**src/hdl/gcg_pkg.sv**
```systemverilog
// Constants, register layout and types of the clock generator control block
package gcg_pkg;

	////////////////////////////////////////////////////////////////////////
	// Register map, byte addresses
	localparam int          ADDR_W       = 12;
	localparam logic [11:0] GEN_CTRL_OFS = 12'h000;
	localparam logic [11:0] DIV_OFS      = 12'h004;
	localparam logic [11:0] PLL_CTRL_OFS = 12'h008;
	localparam logic [11:0] STATUS_OFS   = 12'h00c;

	// generator_control field positions
	localparam int GC_RUNSTDBY_BIT = 21;
	localparam int GC_DIVIDE_MODE_SELECT_BIT   = 20;
	localparam int GC_OE_BIT       = 19;
	localparam int GC_OFFLVL_BIT   = 18;
	localparam int GC_DUTYFIX_BIT  = 17;
	localparam int GC_GENON_BIT    = 16;
	localparam int GC_SRC_LSB      = 8;
	localparam int GC_SRC_W        = 5;

	// pll_control field positions
	localparam int PC_LOCKIGN_BIT = 12;
	localparam int PC_LOCK_TIMEOUT_SELECT_LSB   = 8;
	localparam int PC_LOCK_TIMEOUT_SELECT_W     = 3;
	localparam int PC_PLLEN_BIT   = 7;
	localparam int PC_REF_LSB     = 4;
	localparam int PC_REF_W       = 2;
	localparam int PC_FASTWK_BIT  = 3;
	localparam int PC_LOWPWR_BIT  = 2;
	localparam int PC_FILT_LSB    = 0;
	localparam int PC_FILT_W      = 2;

	// pll_status bit positions
	localparam int ST_LOCK_BIT    = 0;
	localparam int ST_TIMEOUT_BIT = 1;
	localparam int ST_PLLCLK_BIT  = 2;
	localparam int ST_STARTUP_BIT = 3;
	localparam int ST_GENRUN_BIT  = 4;

	////////////////////////////////////////////////////////////////////////
	// Sources and divider
	localparam int          NUM_SRC      = 32;
	localparam logic [4:0]  PIN_SRC_SEL  = 5'h01;
	localparam int          DIV_W        = 16;
	localparam logic [4:0]  PWR_EXP_MAX  = 5'h1f;
	localparam int          PER_W        = 33;
	localparam int          EDGE_W       = 34;

	// Lock timeout selections
	localparam logic [2:0]  LOCK_TIMEOUT_SELECT_OFF     = 3'h0;
	localparam logic [2:0]  LOCK_TIMEOUT_SELECT_MIN_SEL = 3'h4;
	localparam logic [3:0]  LOCK_TIMEOUT_SELECT_BASE_MS = 4'h8;

	////////////////////////////////////////////////////////////////////////
	// Timing at the 100 MHz bus clock
	localparam int CLK_PERIOD_NS = 10;
	localparam int MS_NS         = 1000000;
	localparam int CYC_PER_MS    = MS_NS / CLK_PERIOD_NS;
	localparam int STARTUP_NS    = 1000;
	localparam int STARTUP_CYC   =
		(STARTUP_NS + CLK_PERIOD_NS - 1) / CLK_PERIOD_NS;
	localparam int STARTUP_W     = 12;

	////////////////////////////////////////////////////////////////////////
	// Types
	typedef struct packed {
		logic       run_standby;
		logic       divide_mode_select;
		logic       output_enable;
		logic       pin_off_level;
		logic       duty_cycle_fix;
		logic       generator_on;
		logic [4:0] source_select;
	} gcg_gen_ctrl_s;

	typedef struct packed {
		logic       pll_enable;
		logic       lock_ignore;
		logic [2:0] lock_timeout_select;
		logic [1:0] pll_reference_select;
		logic       fast_wake;
		logic       pll_low_power;
		logic [1:0] filter_select;
	} gcg_pll_ctrl_s;

	typedef enum logic [1:0] {
		PLL_OFF,
		PLL_STARTUP,
		PLL_RUN
	} gcg_pll_state_e;

	localparam gcg_gen_ctrl_s GEN_CTRL_RST = '0;
	localparam gcg_pll_ctrl_s PLL_CTRL_RST = '0;
	localparam logic [15:0]   DIV_RST      = 16'h0000;

endpackage

```
**src/hdl/gcg_ctrl.sv**
```systemverilog
// Generic clock generator and PLL digital control with APB registers
// Function
// - Without run-in-standby the generator stops in standby and its pin shows the off level; with it, it keeps running and driving.
// - In linear mode the output is the source divided by the division factor.
// - In power mode the output is the source divided by two to the power of factor plus one.
// - Output enable routes the clock to the pin unless that pin is the chosen source.
// - The off level sets the pin, when it is not the chosen source, whenever the generator is off or output enable is clear.
// - Duty-cycle fix gives a 50/50 output for odd factors; without it odd linear factors from three up are uneven.
// - The generator-on bit switches the generator on and off.
// - A five-bit source select picks the generator's source.
// - Normally the PLL output is gated while lock is low; lock-ignore lets it run regardless.
// - Lock timeout select 0 disables it, 1 to 3 are reserved, 4 to 7 flag after 8 to 11 ms unlocked.
// - Reference select picks slow crystal, main crystal, generic clock, or reserved.
// - Without fast wake the PLL output waits for startup and lock; with it only for startup.
// - The low-power bit deselects the time-to-digital converter.
// - The filter field picks the default or the low-bandwidth loop filter.
`timescale 1ns/100ps
module gcg_ctrl #(
	parameter int CYC_PER_MS = gcg_pkg::CYC_PER_MS
) (
	input  wire logic                      pclk,            // Bus clock
	input  wire logic                      presetn,         // Async reset
	input  wire logic                      psel,            // APB select
	input  wire logic                      penable,         // APB enable
	input  wire logic                      pwrite,          // APB write
	input  wire logic [gcg_pkg::ADDR_W-1:0] paddr,          // APB address
	input  wire logic [31:0]               pwdata,          // APB write data
	output logic      [31:0]               prdata,          // APB read data
	output logic                           pready,          // APB ready
	output logic                           pslverr,         // APB error
	input  wire logic [gcg_pkg::NUM_SRC-1:0] src_clks,      // Clock sources
	input  wire logic                      standby,         // Standby mode
	input  wire logic                      gen_pin_in,      // Pin input level
	output logic                           gen_pin_out,     // Pin output level
	output logic                           gen_pin_oe_n,    // Pin drive, low
	output logic                           gen_clk_out,     // Generated clock
	input  wire logic                      pll_lock,        // PLL lock level
	output logic                           pll_clk_gate,    // PLL output on
	output logic      [1:0]                pll_ref_sel,     // PLL reference
	output logic                           pll_tdc_sel,     // TDC selected
	output logic      [1:0]                pll_filter_sel,  // Loop filter
	output logic                           pll_timeout      // Lock timed out
);

	////////////////////////////////////////////////////////////////////////
	// Register bus
	gcg_pkg::gcg_gen_ctrl_s       gen_ctrl, next_gen_ctrl;
	gcg_pkg::gcg_pll_ctrl_s       pll_ctrl, next_pll_ctrl;
	logic [gcg_pkg::DIV_W-1:0]    div_fac,  next_div_fac;
	logic [31:0]                  next_prdata;
	logic                         next_pslverr;
	logic                         timeout_clr;
	logic [31:0]                  status_word;
	logic                         pll_locked_st;
	logic                         startup_done;
	logic                         gen_run;
	logic                         wr_acc;

	assign wr_acc = psel & penable & pwrite;

	always_comb begin
		next_gen_ctrl = gen_ctrl;
		next_pll_ctrl = pll_ctrl;
		next_div_fac  = div_fac;
		timeout_clr   = 1'b0;
		next_prdata   = 32'h0000_0000;
		next_pslverr  = 1'b0;
		status_word   = 32'h0000_0000;
		status_word[gcg_pkg::ST_LOCK_BIT]    = pll_lock;
		status_word[gcg_pkg::ST_TIMEOUT_BIT] = pll_timeout;
		status_word[gcg_pkg::ST_PLLCLK_BIT]  = pll_clk_gate;
		status_word[gcg_pkg::ST_STARTUP_BIT] = startup_done;
		status_word[gcg_pkg::ST_GENRUN_BIT]  = gen_run;
		// Answer prepared in setup so it comes from a flop in access
		if (psel & ~penable) begin
			case (paddr)
				gcg_pkg::GEN_CTRL_OFS: begin
					next_prdata[gcg_pkg::GC_RUNSTDBY_BIT] = gen_ctrl.run_standby;
					next_prdata[gcg_pkg::GC_DIVIDE_MODE_SELECT_BIT] =
						gen_ctrl.divide_mode_select;
					next_prdata[gcg_pkg::GC_OE_BIT] = gen_ctrl.output_enable;
					next_prdata[gcg_pkg::GC_OFFLVL_BIT] = gen_ctrl.pin_off_level;
					next_prdata[gcg_pkg::GC_DUTYFIX_BIT] =
						gen_ctrl.duty_cycle_fix;
					next_prdata[gcg_pkg::GC_GENON_BIT] = gen_ctrl.generator_on;
					next_prdata[gcg_pkg::GC_SRC_LSB +: gcg_pkg::GC_SRC_W] =
						gen_ctrl.source_select;
				end
				gcg_pkg::DIV_OFS:
					next_prdata[gcg_pkg::DIV_W-1:0] = div_fac;
				gcg_pkg::PLL_CTRL_OFS: begin
					next_prdata[gcg_pkg::PC_LOCKIGN_BIT] = pll_ctrl.lock_ignore;
					next_prdata[gcg_pkg::PC_LOCK_TIMEOUT_SELECT_LSB +: gcg_pkg::PC_LOCK_TIMEOUT_SELECT_W] =
						pll_ctrl.lock_timeout_select;
					next_prdata[gcg_pkg::PC_PLLEN_BIT] = pll_ctrl.pll_enable;
					next_prdata[gcg_pkg::PC_REF_LSB +: gcg_pkg::PC_REF_W] =
						pll_ctrl.pll_reference_select;
					next_prdata[gcg_pkg::PC_FASTWK_BIT] = pll_ctrl.fast_wake;
					next_prdata[gcg_pkg::PC_LOWPWR_BIT] = pll_ctrl.pll_low_power;
					next_prdata[gcg_pkg::PC_FILT_LSB +: gcg_pkg::PC_FILT_W] =
						pll_ctrl.filter_select;
				end
				gcg_pkg::STATUS_OFS:
					next_prdata = status_word;
				default:
					next_pslverr = 1'b1;
			endcase
		end
		if (wr_acc) begin
			case (paddr)
				gcg_pkg::GEN_CTRL_OFS: begin
					next_gen_ctrl.run_standby = pwdata[gcg_pkg::GC_RUNSTDBY_BIT];
					next_gen_ctrl.divide_mode_select =
						pwdata[gcg_pkg::GC_DIVIDE_MODE_SELECT_BIT];
					next_gen_ctrl.output_enable = pwdata[gcg_pkg::GC_OE_BIT];
					next_gen_ctrl.pin_off_level = pwdata[gcg_pkg::GC_OFFLVL_BIT];
					next_gen_ctrl.duty_cycle_fix =
						pwdata[gcg_pkg::GC_DUTYFIX_BIT];
					next_gen_ctrl.generator_on = pwdata[gcg_pkg::GC_GENON_BIT];
					next_gen_ctrl.source_select =
						pwdata[gcg_pkg::GC_SRC_LSB +: gcg_pkg::GC_SRC_W];
				end
				gcg_pkg::DIV_OFS:
					next_div_fac = pwdata[gcg_pkg::DIV_W-1:0];
				gcg_pkg::PLL_CTRL_OFS: begin
					next_pll_ctrl.lock_ignore = pwdata[gcg_pkg::PC_LOCKIGN_BIT];
					next_pll_ctrl.lock_timeout_select =
						pwdata[gcg_pkg::PC_LOCK_TIMEOUT_SELECT_LSB +: gcg_pkg::PC_LOCK_TIMEOUT_SELECT_W];
					next_pll_ctrl.pll_enable = pwdata[gcg_pkg::PC_PLLEN_BIT];
					next_pll_ctrl.pll_reference_select =
						pwdata[gcg_pkg::PC_REF_LSB +: gcg_pkg::PC_REF_W];
					next_pll_ctrl.fast_wake = pwdata[gcg_pkg::PC_FASTWK_BIT];
					next_pll_ctrl.pll_low_power = pwdata[gcg_pkg::PC_LOWPWR_BIT];
					next_pll_ctrl.filter_select =
						pwdata[gcg_pkg::PC_FILT_LSB +: gcg_pkg::PC_FILT_W];
				end
				gcg_pkg::STATUS_OFS:
					timeout_clr = pwdata[gcg_pkg::ST_TIMEOUT_BIT];
				default: ;
			endcase
		end
	end

	always_ff @(posedge pclk or negedge presetn) begin
		if (!presetn) begin
			gen_ctrl <= gcg_pkg::GEN_CTRL_RST;
			pll_ctrl <= gcg_pkg::PLL_CTRL_RST;
			div_fac  <= gcg_pkg::DIV_RST;
			prdata   <= 32'h0000_0000;
			pslverr  <= 1'b0;
			pready   <= 1'b0;
		end else begin
			gen_ctrl <= next_gen_ctrl;
			pll_ctrl <= next_pll_ctrl;
			div_fac  <= next_div_fac;
			prdata   <= next_prdata;
			pslverr  <= next_pslverr;
			pready   <= 1'b1;
		end
	end

	////////////////////////////////////////////////////////////////////////
	// PLL control
	gcg_pkg::gcg_pll_state_e  pll_st, next_pll_st;
	logic [gcg_pkg::STARTUP_W-1:0] su_cnt, next_su_cnt;
	logic [31:0]              ms_cnt, next_ms_cnt;
	logic [3:0]               lk_ms, next_lk_ms;
	logic [3:0]               limit_ms;
	logic                     next_timeout, next_clk_gate;

	assign pll_locked_st = pll_lock;
	assign startup_done  = (pll_st == gcg_pkg::PLL_RUN);

	always_comb begin
		next_pll_st  = pll_st;
		next_su_cnt  = su_cnt;
		next_ms_cnt  = ms_cnt;
		next_lk_ms   = lk_ms;
		next_timeout = pll_timeout & ~timeout_clr;
		limit_ms     = gcg_pkg::LOCK_TIMEOUT_SELECT_BASE_MS
			+ {1'b0, pll_ctrl.lock_timeout_select - gcg_pkg::LOCK_TIMEOUT_SELECT_MIN_SEL};
		case (pll_st)
			gcg_pkg::PLL_OFF: begin
				next_su_cnt = '0;
				if (pll_ctrl.pll_enable)
					next_pll_st = gcg_pkg::PLL_STARTUP;
			end
			gcg_pkg::PLL_STARTUP: begin
				next_su_cnt = su_cnt + 1'b1;
				if (su_cnt == gcg_pkg::STARTUP_W'(gcg_pkg::STARTUP_CYC - 1))
					next_pll_st = gcg_pkg::PLL_RUN;
			end
			gcg_pkg::PLL_RUN: ;
			default: next_pll_st = gcg_pkg::PLL_OFF;
		endcase
		if (!pll_ctrl.pll_enable)
			next_pll_st = gcg_pkg::PLL_OFF;
		if (!pll_ctrl.pll_enable || pll_locked_st
				|| pll_ctrl.lock_timeout_select < gcg_pkg::LOCK_TIMEOUT_SELECT_MIN_SEL) begin
			next_ms_cnt = '0;
			next_lk_ms  = '0;
		end else if (ms_cnt == 32'(CYC_PER_MS - 1)) begin
			next_ms_cnt = '0;
			if (lk_ms != limit_ms)
				next_lk_ms = lk_ms + 1'b1;
		end else begin
			next_ms_cnt = ms_cnt + 1'b1;
		end
		// Set wins over a same-cycle clear
		if (next_lk_ms == limit_ms && lk_ms != limit_ms)
			next_timeout = 1'b1;
		if (!pll_ctrl.pll_enable)
			next_clk_gate = 1'b0;
		else if (pll_ctrl.lock_ignore)
			next_clk_gate = 1'b1;
		else if (pll_ctrl.fast_wake)
			next_clk_gate = startup_done;
		else
			next_clk_gate = startup_done & pll_locked_st;
	end

	always_ff @(posedge pclk or negedge presetn) begin
		if (!presetn) begin
			pll_st         <= gcg_pkg::PLL_OFF;
			su_cnt         <= '0;
			ms_cnt         <= '0;
			lk_ms          <= '0;
			pll_timeout    <= 1'b0;
			pll_clk_gate   <= 1'b0;
			pll_ref_sel    <= '0;
			pll_tdc_sel    <= 1'b1;
			pll_filter_sel <= '0;
		end else begin
			pll_st         <= next_pll_st;
			su_cnt         <= next_su_cnt;
			ms_cnt         <= next_ms_cnt;
			lk_ms          <= next_lk_ms;
			pll_timeout    <= next_timeout;
			pll_clk_gate   <= next_clk_gate;
			pll_ref_sel    <= pll_ctrl.pll_reference_select;
			pll_tdc_sel    <= ~pll_ctrl.pll_low_power;
			pll_filter_sel <= pll_ctrl.filter_select;
		end
	end

	////////////////////////////////////////////////////////////////////////
	// Generic clock generator
	logic [gcg_pkg::NUM_SRC-1:0]  srcs;
	logic                         src_now, src_q, src_edge, src_is_pin;
	logic [gcg_pkg::PER_W-1:0]    new_per, cur_per, next_cur_per;
	logic [gcg_pkg::EDGE_W-1:0]   new_hi, cur_hi, next_cur_hi;
	logic [gcg_pkg::EDGE_W-1:0]   e_cnt, next_e_cnt, last_e;
	logic                         active, next_active;
	logic                         next_gen, next_pin;
	logic [4:0]                   pexp;

	always_comb begin
		srcs = src_clks;
		srcs[gcg_pkg::PIN_SRC_SEL] = gen_pin_in;
	end

	assign src_now    = srcs[gen_ctrl.source_select];
	assign src_edge   = src_now ^ src_q;
	assign src_is_pin = (gen_ctrl.source_select == gcg_pkg::PIN_SRC_SEL);
	// run only when on, and in standby only if allowed
	assign gen_run    = gen_ctrl.generator_on
		& (~standby | gen_ctrl.run_standby);
	assign last_e     = {cur_per, 1'b0} - 1'b1;

	always_comb begin
		pexp = (div_fac > gcg_pkg::DIV_W'(gcg_pkg::PWR_EXP_MAX))
			? gcg_pkg::PWR_EXP_MAX : div_fac[4:0];
		if (gen_ctrl.divide_mode_select)
			new_per = gcg_pkg::PER_W'(1) << (6'(pexp) + 6'h01);
		// linear, zero and one pass through
		else if (div_fac <= gcg_pkg::DIV_W'(1))
			new_per = gcg_pkg::PER_W'(1);
		else
			new_per = gcg_pkg::PER_W'(div_fac);
		// high edges, full half for the fix, rising-edge floor without
		if (gen_ctrl.duty_cycle_fix)
			new_hi = {1'b0, new_per};
		else
			new_hi = {1'b0, new_per[gcg_pkg::PER_W-1:1], 1'b0};
	end

	always_comb begin
		next_active  = active;
		next_e_cnt   = e_cnt;
		next_cur_per = cur_per;
		next_cur_hi  = cur_hi;
		if (!gen_run) begin
			next_active = 1'b0;
			next_e_cnt  = '0;
		end else if (src_edge) begin
			if (!active) begin
				// Start aligned to a rising source edge
				if (src_now) begin
					next_active  = 1'b1;
					next_e_cnt   = '0;
					next_cur_per = new_per;
					next_cur_hi  = new_hi;
				end
			// reload only at period end, no runt pulses
			end else if (e_cnt == last_e) begin
				next_e_cnt   = '0;
				next_cur_per = new_per;
				next_cur_hi  = new_hi;
			end else begin
				next_e_cnt = e_cnt + 1'b1;
			end
		end
		if (!next_active)
			next_gen = 1'b0;
		else if (next_cur_per == gcg_pkg::PER_W'(1))
			next_gen = src_now;
		else
			next_gen = (next_e_cnt < next_cur_hi);
		// pin drives clock or the off level
		if (gen_run && gen_ctrl.output_enable && !src_is_pin)
			next_pin = next_gen;
		else
			next_pin = gen_ctrl.pin_off_level;
	end

	always_ff @(posedge pclk or negedge presetn) begin
		if (!presetn) begin
			src_q        <= 1'b0;
			active       <= 1'b0;
			e_cnt        <= '0;
			cur_per      <= gcg_pkg::PER_W'(1);
			cur_hi       <= '0;
			gen_clk_out  <= 1'b0;
			gen_pin_out  <= 1'b0;
			gen_pin_oe_n <= 1'b1;
		end else begin
			src_q        <= src_now;
			active       <= next_active;
			e_cnt        <= next_e_cnt;
			cur_per      <= next_cur_per;
			cur_hi       <= next_cur_hi;
			gen_clk_out  <= next_gen;
			gen_pin_out  <= next_pin;
			// pin left undriven when it is the source
			gen_pin_oe_n <= src_is_pin;
		end
	end

endmodule // gcg_ctrl

```
**config.mk**
```make
export PLATFORM = sky130hd
export DESIGN_NAME = gcg_ctrl
export DESIGN_NICKNAME = d
export VERILOG_FILES = /design/src/hdl/gcg_pkg.sv /design/src/hdl/gcg_ctrl.sv
export SDC_FILE = /design/constraint.sdc
export NUM_CORES = 1
export LEC_CHECK = 0
export BUFFER_PORTS_ARGS = -buffer_cell sky130_fd_sc_hd__buf_4
export CAP_MARGIN = 0
export CELL_PAD_IN_SITES_DETAIL_PLACEMENT = 0
export CELL_PAD_IN_SITES_GLOBAL_PLACEMENT = 1
export CORE_MARGIN = 10
export CORE_UTILIZATION = 50
export CTS_CLUSTER_SIZE = 25
export DETAILED_ROUTE_END_ITERATION = 10
export PLACE_DENSITY_LB_ADDON = 0.08
export SYNTH_ARGS = -nofsm -noshare
export SYNTH_HDL_FRONTEND = slang
export SYNTH_SLANG_ARGS = --single-unit
export TNS_END_PERCENT = 30
```
**constraint.sdc**
```tcl
create_clock -name pclk -period 8.5 [get_ports pclk]
set_input_delay 1.7 -clock pclk [delete_from_list [all_inputs] [get_ports pclk]]
set_output_delay 1.7 -clock pclk [all_outputs]
set_load 0.005 [all_outputs]
```
==> results.yml, run 1 <==
outcome:
  status: "finished clean"
timing:
  whs_ps: 369
  finalHoldViolations: 0
  setup-violations-final: 0
  period_share: 0.831
  skew_ps: 9.60
  fmax_mhz: 142
  tightest_slew_ps: 1070
  slew_viol_final: 0
  worst_slack_ps: 1440
  period_minus_slack_ps: 7060
  slew_headroom: 0.287
  rsz0062_at_grt: "no"
  finalSetupTns_ps: 0
clocking:
  hold_buffers: 0
  h-tree-depth: 1
  tritoncts: "yes"
  cts-resized-gates: 0
  cts_setup_buffers: 0
  insertion_delay_ps: 540
  cts_sinks: 225
  ctsRootBufferMaster: "clkbuf_16"
  clk_pin_slew_ps: 60
  cts.path.max_buffers: 3
  cts_buffers: 26
critical_path:
  r2r_cells: 21
  worst_setup_path_end_kind: "register"
  cp.required_ps: 8890
  worstPathArrival_ps: 7460
  crit_type: "reg2reg"
  crit_fanout: 19
  start_kind: "register"
global_routing:
  grt_max_degree: 102
  grt_use_met3: 0.0537
  grt-busiest-layer: "met2"
  grt_pass1_wl_mm: 59.9
  grt.total_usage: 0.220
  grt_util_met1: 0.312
  overflow: 0
  antenna_found_initial: 1
  grt_pass1_vias: 10955
  grt_use_met2: 0.331
drt:
  wl_per_cell_um: 20.0
  ant_nets: 0
  vias: 11007
  routed_wl_mm: 36.9
  dr.first_iter.drc_count: 790
  drc: 0
  dr.pass1.iters: 7
  viasPerCell: 5.97
placed_design:
  gp_congestion: 0.886
  dp_slack_ps: 1090
  hpwl_mm: 26.6
  port_buffers: 106
power_and_ir_drop:
  leakage_nw: 6.62
  p_per_area_mw_per_mm2: 156
  ir_drop_uv: 157
  total_power_mw: 2.31
yosys:
  synth_commonest_cells: "dfrtp_1 (222), nor2_1 (174), nand2_1 (99), o21ai_0 (79), clkbuf_1 (69)"
  synth_top_flop_cell: "dfrtp_1"
  synth_area_per_cell_um2: 9.07
  synth_top_area_share: 0.427
  synth_edf_count: 0
  ys_ff_latch: 225
  ys.warnings.count: 0
  synth_most_common_cell: "dfrtp_1"
  synthTopCellsByArea: "dfrtp_1 (43%), nor2_1 (5.0%), ha_1 (3.7%)"
  syn_inst: 1434
  yosys.area.top_type: "dfrtp_1"
  async_flop_share: 1.00
  ys_seq_area_frac: 0.433
  synth_area_mm2: 0.0130
  synth.distinct_cells: 78
worst_hold_path:
  hold_path.class: "reg2reg"
  hold_depth: 1
final_layout:
  diodes: 0
  fill_cells: 2319
  fin_nets: 1621
  drive_above_1_share: 0.150
  syn_to_final_growth_pct: 14.2
floorplanning:
  die_h_um: 181
  start_util: 0.512
  io_pins: 128
  die_x_um: 181
  design.core.area_mm2: 0.0254
  die_area_mm2: 0.0329
  fp-row-count: 58
run:
  max_cap_viol_count: 0
[cell families after synthesis]
kind of cell	count (synthesis)	synth area share
simple gates	627	0.250
compound gates	281	0.139
flops	225	0.433
buf+inv	127	0.0418
xor+xnor	83	0.0559
mux	51	0.0428
fa+ha+maj	38	0.0366
other cells	2	0.000577
[report_power, final]
group | internal [mW] | total [mW] | switching, mW
sequential | 1.07 | 1.08 | 0.00195
combinational | 0.0328 | 0.0804 | 0.0476
clock | 0.710 | 1.16 | 0.447
[area by class of cell]
cell class / instances / area (µm²) / area share
multi-input cells: 1091 / 6880 / 0.463
flip-flops and latches: 225 / 5630 / 0.379
repair buffers: 118 / 893 / 0.0602
clock buffers: 38 / 807 / 0.0544
well taps: 330 / 413 / 0.0278
inverters: 37 / 139 / 0.00935
clock inverters: 6 / 80.1 / 0.00539
[registers in the layout, indices dropped and copies added, names as in the netlist, 2 cells and up]
| signal | cells |
|---|---|
| cur_hi | 34 |
| cur_per | 33 |
| div_fac | 16 |
| e_cnt | 34 |
| gen_ctrl | 11 |
| lk_ms | 4 |
| ms_cnt | 32 |
| pll_ctrl | 11 |
| pll_filter_sel | 2 |
| pll_ref_sel | 2 |
| pll_st | 2 |
| prdata | 22 |
| su_cnt | 12 |
[final timing paths]
path	slack [ps]	from	to
worst max-delay path	1440	cur_per[7]	gen_pin_out
max in group asynchronous	5870	presetn	gen_ctrl[8]
worst max register to register	1440	cur_per[7]	gen_pin_out
worst min-delay path	370	pll_ctrl[2]	pll_tdc_sel
worst min register to register	370	pll_ctrl[2]	pll_tdc_sel
min in group asynchronous	1180	presetn	ms_cnt[18]
[metal layers]
metal	share of wire	vias up
met1	0.47	5360
met4	0.017	0
met2	0.44	331
met3	0.076	51
li1	-	5265
met5	0	-
[worst max-delay path, cell delays in order (launching register included)]
cell	delay [ps]
dfrtp_1	500
nor4_1	550
nand4_1	540
or4_1	640
a211oi_1	260
nor3_1	160
or3_1	500
nor2_4	390
buf_4	360
nor3b_1	80
o21ai_0	180
a21oi_1	140
ha_1	340
nand4_1	120
nor2_1	130
nand3_1	140
or3_1	410
or3_1	430
nor4_1	330
o31ai_1	110
o21ai_0	420
o31ai_1	150
[stage by stage]
| stage | cell area (µm²) | cells | utilization |
|---|---|---|---|
| 6_report | 14800 | 1845 | 0.585 |
| 5_1_grt | 14800 | 1845 | 0.585 |
| 4_1_cts | 14800 | 1845 | 0.585 |
| 3_5_place_dp | 14000 | 1801 | 0.550 |
| 3_3_place_gp | 14000 | 1801 | 0.550 |
| 2_1_floorplan | 13000 | 1443 | - |
[layout by cell type, fill, tap and decap left out, types with 11 or more instances in the layout]
cell type / netlist / final
nand2_1: 99 / 99
buf_4: 10 / 117
nor2_1: 174 / 172
o21ai_0: 79 / 78
dfrtp_1: 222 / 222
clkbuf_16: 0 / 27
o21a_1: 17 / 17
and3_1: 35 / 35
conb_1: 2 / 11
or3_1: 26 / 26
xnor2_1: 45 / 45
a22oi_1: 15 / 15
nor4_1: 25 / 25
mux2_2: 27 / 27
o22ai_1: 15 / 15
a21oi_1: 54 / 54
or2_2: 19 / 19
nor3_1: 64 / 64
nand3_1: 47 / 47
and2_1: 18 / 18
inv_1: 37 / 37
mux2i_1: 23 / 23
ha_1: 38 / 38
nand4_1: 28 / 28
xor2_1: 38 / 38
or4_1: 11 / 11
a21o_1: 23 / 23
nand3b_1: 23 / 23
No activity file was read; power rests on OpenSTA's default activity.
==> inputs of run 2 (changes only) <==
Settings changed: CORE_UTILIZATION 50 to 46.
Clock period 8.5 ns to 7.2 ns, I/O delays scaled along.
==> results.yml, run 2 (synthesis results as in run 1) <==
outcome:
  status: "finished clean"
final_layout:
  layout_common_cells: "dfrtp_1 (222), nor2_1 (172), buf_4 (123), nand2_1 (99), o21ai_0 (78)"
  top_regs: "cur_hi x34, e_cnt x34, cur_per x33"
  fin_nets: 1629
  layout_commonest_cell: "dfrtp_1"
  diodes: 0
  syn_to_final_growth_pct: 14.9
  drive_above_1_share: 0.154
clocking:
  h-tree-depth: 1
  insertion_delay_ps: 540
  cts_sinks: 225
  tritoncts: "yes"
  cts_buffers: 26
  clk_pin_slew_ps: 60
  ctsRootBufferMaster: "clkbuf_16"
  cts.path.max_buffers: 3
timing:
  tightest_slew_ps: 996
  period_share: 0.935
  finalSetupTns_ps: 0
  slew_viol_final: 0
  slew_headroom: 0.336
  period_minus_slack_ps: 6730
  rsz0062_at_grt: "no"
  fmax_mhz: 149
  setup-violations-final: 0
  finalHoldViolations: 0
  skew_ps: 9.69
placed_design:
  port_buffers: 106
  gp_congestion: 0.909
  hpwl_mm: 27.9
power_and_ir_drop:
  p_int_mw: 2.06
  switchingPower_mw: 0.587
  p_clk_frac: 0.485
  p_per_area_mw_per_mm2: 177
  comb_power_share: 0.036
  total_power_mw: 2.65
  p_sw_frac: 0.222
  ir_drop_uv: 180
  leakage_nw: 6.62
  seq_power_share: 0.479
critical_path:
  crit_fanout: 32
  path_common_cell: "or3_1"
  worstPathArrival_ps: 7140
  cp.required_ps: 7610
  slowest_stage: "or4b_2"
  crit_family: "simple AND/OR/NAND/NOR gates"
  cpPeakStageDelay_ps: 660
  worst_setup_path_end_kind: "register"
  path_cells: "inv_1, ha_1, nor3b_4, or4b_2, nor4b_1, a311oi_1, or3_1, nor3_2, nand3_2, and2_4, nor3_1, a21oi_1, ha_1, nand4_1, nor2_1, nand3_1, or3_1, or3_1, nor4_1, o31ai_1, o21ai_0, o31ai_1"
  start_kind: "register"
  crit_buf_inv: 1
  crit_type: "reg2reg"
drt:
  routed_wl_mm: 38.0
  dr.first_iter.drc_count: 1027
  drc: 0
  vias: 10997
  viasPerCell: 5.78
  dr.pass1.iters: 5
  wl_per_cell_um: 20.0
  ant_nets: 0
global_routing:
  grt.total_usage: 0.209
  antenna_found_initial: 0
  overflow: 0
  grt_util_met1: 0.295
  grt_use_met2: 0.320
  grt_pass1_vias: 10740
  grt_use_met3: 0.0501
  grt-busiest-layer: "met2"
  grt_max_degree: 86
  grt_pass1_wl_mm: 60.6
worst_hold_path:
  hold_path.class: "reg2reg"
floorplanning:
  io_pins: 128
  start_util: 0.467
  die_h_um: 188
  design.core.area_mm2: 0.0279
  die_x_um: 188
  die_area_mm2: 0.0354
  fp-row-count: 61
run:
  max_cap_viol_count: 0
[run 2: changes by cell type in the layout (fill, tap and decap cells not counted), sizes merged]
cell / delta
bufinv: -1
buf: +8
clkinv: +4
clkbuf: -2
[run 2: stage by stage]
step	setup WS, ps	std cells	util	hold slack (ps)	cell area [µm²]
3_3_place_gp	302	1857	0.506	368	14100
3_5_place_dp	223	1857	0.506	384	14100
5_1_grt	45.5	1902	0.536	405	14900
4_1_cts	436	1902	0.536	393	14900
6_report	470	1902	0.536	387	14900
2_1_floorplan	1440	1443	-	353	13000
[run 2: routing by layer]
metal / routed length (µm) / share of wire
met5: 0 / 0
met3: 3020 / 0.079
met1: 17800 / 0.47
met4: 527 / 0.014
met2: 16700 / 0.44
[run 2: final cells by class]
class                      instances  area (µm²)
clock inverter                     9        81.3
timing repair buffer             126         978
clock buffer                      36         748
tap                              378         473
sequential                       225        5630
inverter                          37         139
multi-input combinational       1091        6890
fill                            2669       12900
[run 2: final timing paths]
| check | end | cells past startpoint | startpoint | slack [ps] |
|---|---|---|---|---|
| max | gen_pin_out | 22 | cur_per[1] | 470 |
| min | pll_tdc_sel | 1 | pll_ctrl[2] | 390 |
| max reg2reg | gen_pin_out | 22 | cur_per[1] | 470 |
| min reg2reg | pll_tdc_sel | 1 | pll_ctrl[2] | 390 |
| max in group asynchronous | prdata[21] | 2 | presetn | 4920 |
| min in group asynchronous | ms_cnt[18] | 1 | presetn | 880 |
[run 2: worst reg2reg max path: cells and delay by family, from the launching register on]
family                     cells  cell delay (ps)
and+or+nand+nor               14             4740
AOI/OAI and AO/OA              5              840
adders and majority gates      2              520
DFF                            1              410
buffers and inverters          1              120
[run 2: power by group through the flow]
stage	registers (mW)	clock network (mW)	logic (mW)
6_report	1.27	1.29	0.0950
4_1_cts	1.27	1.32	0.0971
3_5_place_dp	1.29	0	0.0965
2_1_floorplan	1.29	0	0.0315
3_3_place_gp	1.29	0	0.0957
5_1_grt	1.27	1.38	0.107
[run 2: what timing repair did]
action,in CTS,in global routing
setup endpoints to repair,0,2
hold buffers,0,0
buffers inserted,0,0
endpoints found under the hold margin,0,0
resized for setup,0,1
==> inputs of run 3 (changes only) <==
Settings changed: ABC_AREA set to 1, CORE_UTILIZATION 46 to 44.
==> results.yml, run 3 <==
clocking:
  h-tree-depth: 1
  tritoncts: "yes"
  clk_pin_slew_ps: 60
  hold_buffers: 0
  ctsRootBufferMaster: "clkbuf_16"
  cts_buffers: 27
  insertion_delay_ps: 550
  cts-resized-gates: 0
  cts_sinks: 225
  cts.path.max_buffers: 3
  cts_setup_buffers: 0
drt:
  dr.pass1.iters: 5
  vias: 14278
  ant_nets: 0
  dr.first_iter.drc_count: 942
  drc: 0
  viasPerCell: 5.30
  wl_per_cell_um: 18.6
  routed_wl_mm: 50.1
yosys:
  synth_area_mm2: 0.0149
  synth_top_area_share: 0.373
  async_flop_share: 1.00
  ys_ff_latch: 225
  ys.warnings.count: 0
  synth_commonest_cells: "nand2_1 (582), inv_1 (285), nor2_1 (234), dfrtp_1 (222), nand3_1 (146)"
  ys_seq_area_frac: 0.378
  synthTopCellsByArea: "dfrtp_1 (37%), nand2_1 (15%), inv_1 (7.2%)"
  synth_top_flop_cell: "dfrtp_1"
  yosys.area.top_type: "dfrtp_1"
  synth_most_common_cell: "nand2_1"
  synth_edf_count: 0
  synth_area_per_cell_um2: 6.97
  synth.distinct_cells: 59
  syn_inst: 2135
floorplanning:
  fp-row-count: 67
  io_pins: 128
  die_h_um: 204
  start_util: 0.445
  die_area_mm2: 0.0416
  die_x_um: 204
  design.core.area_mm2: 0.0334
critical_path:
  r2r-end: "gen_pin_out"
  r2r_start: "cur_per[0]"
  slowest_stage: "a221oi_1"
  cp.required_ps: 7690
  r2r_cells: 29
  r2r_slack_ps: 1380
  critical_path.endpoint: "gen_pin_out"
  start_kind: "register"
  crit_fanout: 23
  worst_setup_path_end_kind: "register"
  worstPathArrival_ps: 6310
  cpPeakStageDelay_ps: 530
  worstSetupStartpoint: "cur_per[0]"
  crit_type: "reg2reg"
  path_common_cell: "nand2_1"
power_and_ir_drop:
  switchingPower_mw: 0.931
  p_clk_frac: 0.421
  comb_power_share: 0.151
  ir_drop_uv: 163
  p_int_mw: 2.33
  p_sw_frac: 0.285
  leakage_nw: 8.12
  seq_power_share: 0.428
  p_per_area_mw_per_mm2: 193
timing:
  slew_headroom: 0.330
  slew_viol_final: 0
  finalSetupTns_ps: 0
  setup-violations-final: 0
  fmax_mhz: 172
  rsz0062_at_grt: "no"
  skew_ps: 35.3
  period_share: 0.808
  finalHoldViolations: 0
  period_minus_slack_ps: 5820
  tightest_slew_ps: 1000
placed_design:
  gp_congestion: 0.936
  port_buffers: 106
  hpwl_mm: 39.4
final_layout:
  layout_commonest_cell: "nand2_1"
  layout_common_cells: "nand2_1 (582), inv_1 (285), nor2_1 (234), dfrtp_1 (222), nand3_1 (146)"
  fin_nets: 2348
  drive_above_1_share: 0.108
  diodes: 0
  top_regs: "cur_hi x34, e_cnt x34, cur_per x33"
  fin_util: 0.506
  syn_to_final_growth_pct: 13.6
outcome:
  status: "finished clean"
global_routing:
  antenna_found_initial: 0
  grt.total_usage: 0.238
  grt_pass1_wl_mm: 78.5
  overflow: 0
  grt_max_degree: 125
  grt_pass1_vias: 13779
run:
  max_cap_viol_count: 0
worst_hold_path:
  hold_path.class: "reg2reg"
==> run 3: cell type report <==
| type | instances | area [µm²] |
|---|---|---|
| Clock buffer | 42 | 762 |
| Clock inverter | 7 | 118 |
| Fill cell | 3464 | 16500 |
| Inverter | 301 | 1130 |
| Multi-Input combinational cell | 1549 | 7770 |
| Sequential cell | 225 | 5630 |
| Tap cell | 448 | 561 |
| Timing Repair Buffer | 122 | 936 |
==> run 3: stage by stage <==
step / instance area (µm²) / cells / power (mW) / worst slack [ps] / hold WS [ps]
final: 16900 / 2694 / 3.26 / 1380 / 406
after global routing: 16900 / 2694 / 3.41 / 1020 / 427
after CTS: 16900 / 2694 / 3.28 / 1460 / 402
after detailed placement: 16000 / 2645 / 1.90 / 1160 / 389
after global placement: 16000 / 2645 / 1.89 / 1260 / 385
after floorplan: 14900 / 2144 / 1.70 / 2610 / 373
==> run 3: how the worst min path moves through the flow <==
stage / cells after the start / slack [ps] / start / end
detailed placement: 0 / 390 / pll_ctrl[4] / pll_ref_sel[0]
floorplan: 1 / 370 / pll_ctrl[2] / pll_tdc_sel
global route: 0 / 430 / pll_ctrl[4] / pll_ref_sel[0]
CTS: 0 / 400 / pll_ctrl[4] / pll_ref_sel[0]
global placement: 1 / 390 / pll_ctrl[2] / pll_tdc_sel
finish: 1 / 410 / pll_ctrl[2] / pll_tdc_sel
==> run 3: power groups by stage <==
stage          logic, mW  registers, mW  clock network (mW)
2_1_floorplan      0.313           1.39                   0
5_1_grt            0.559           1.40                1.45
3_3_place_gp       0.480           1.41                   0
3_5_place_dp       0.488           1.41                   0
6_report           0.493           1.40                1.37
4_1_cts            0.492           1.39                1.40
==> run 3: critical path: cells and delay by family (launching register included) <==
family          cells  cell delay [ps]
simple gates       19             2200
compound gates      6             2060
fa+ha+maj           2              600
buf+inv             2              480
flops               1              400
==> run 3: kinds of logic after synthesis <==
| family | Yosys count | synth area share |
|---|---|---|
| simple gates | 1169 | 0.347 |
| buf+inv | 370 | 0.102 |
| compound gates | 279 | 0.108 |
| flops | 225 | 0.378 |
| xor+xnor | 46 | 0.0276 |
| fa+ha+maj | 38 | 0.0319 |
| mux | 6 | 0.00454 |
| other cells | 2 | 0.000504 |
==> run 3: per-layer routing <==
metal	routed length [µm]	vias up	GRT usage
met2	23100	440	0.388
met3	3210	84	0.0395
met1	22100	6701	0.317
met5	0	-	0
met4	1670	0	0.0756
li1	-	7053	-
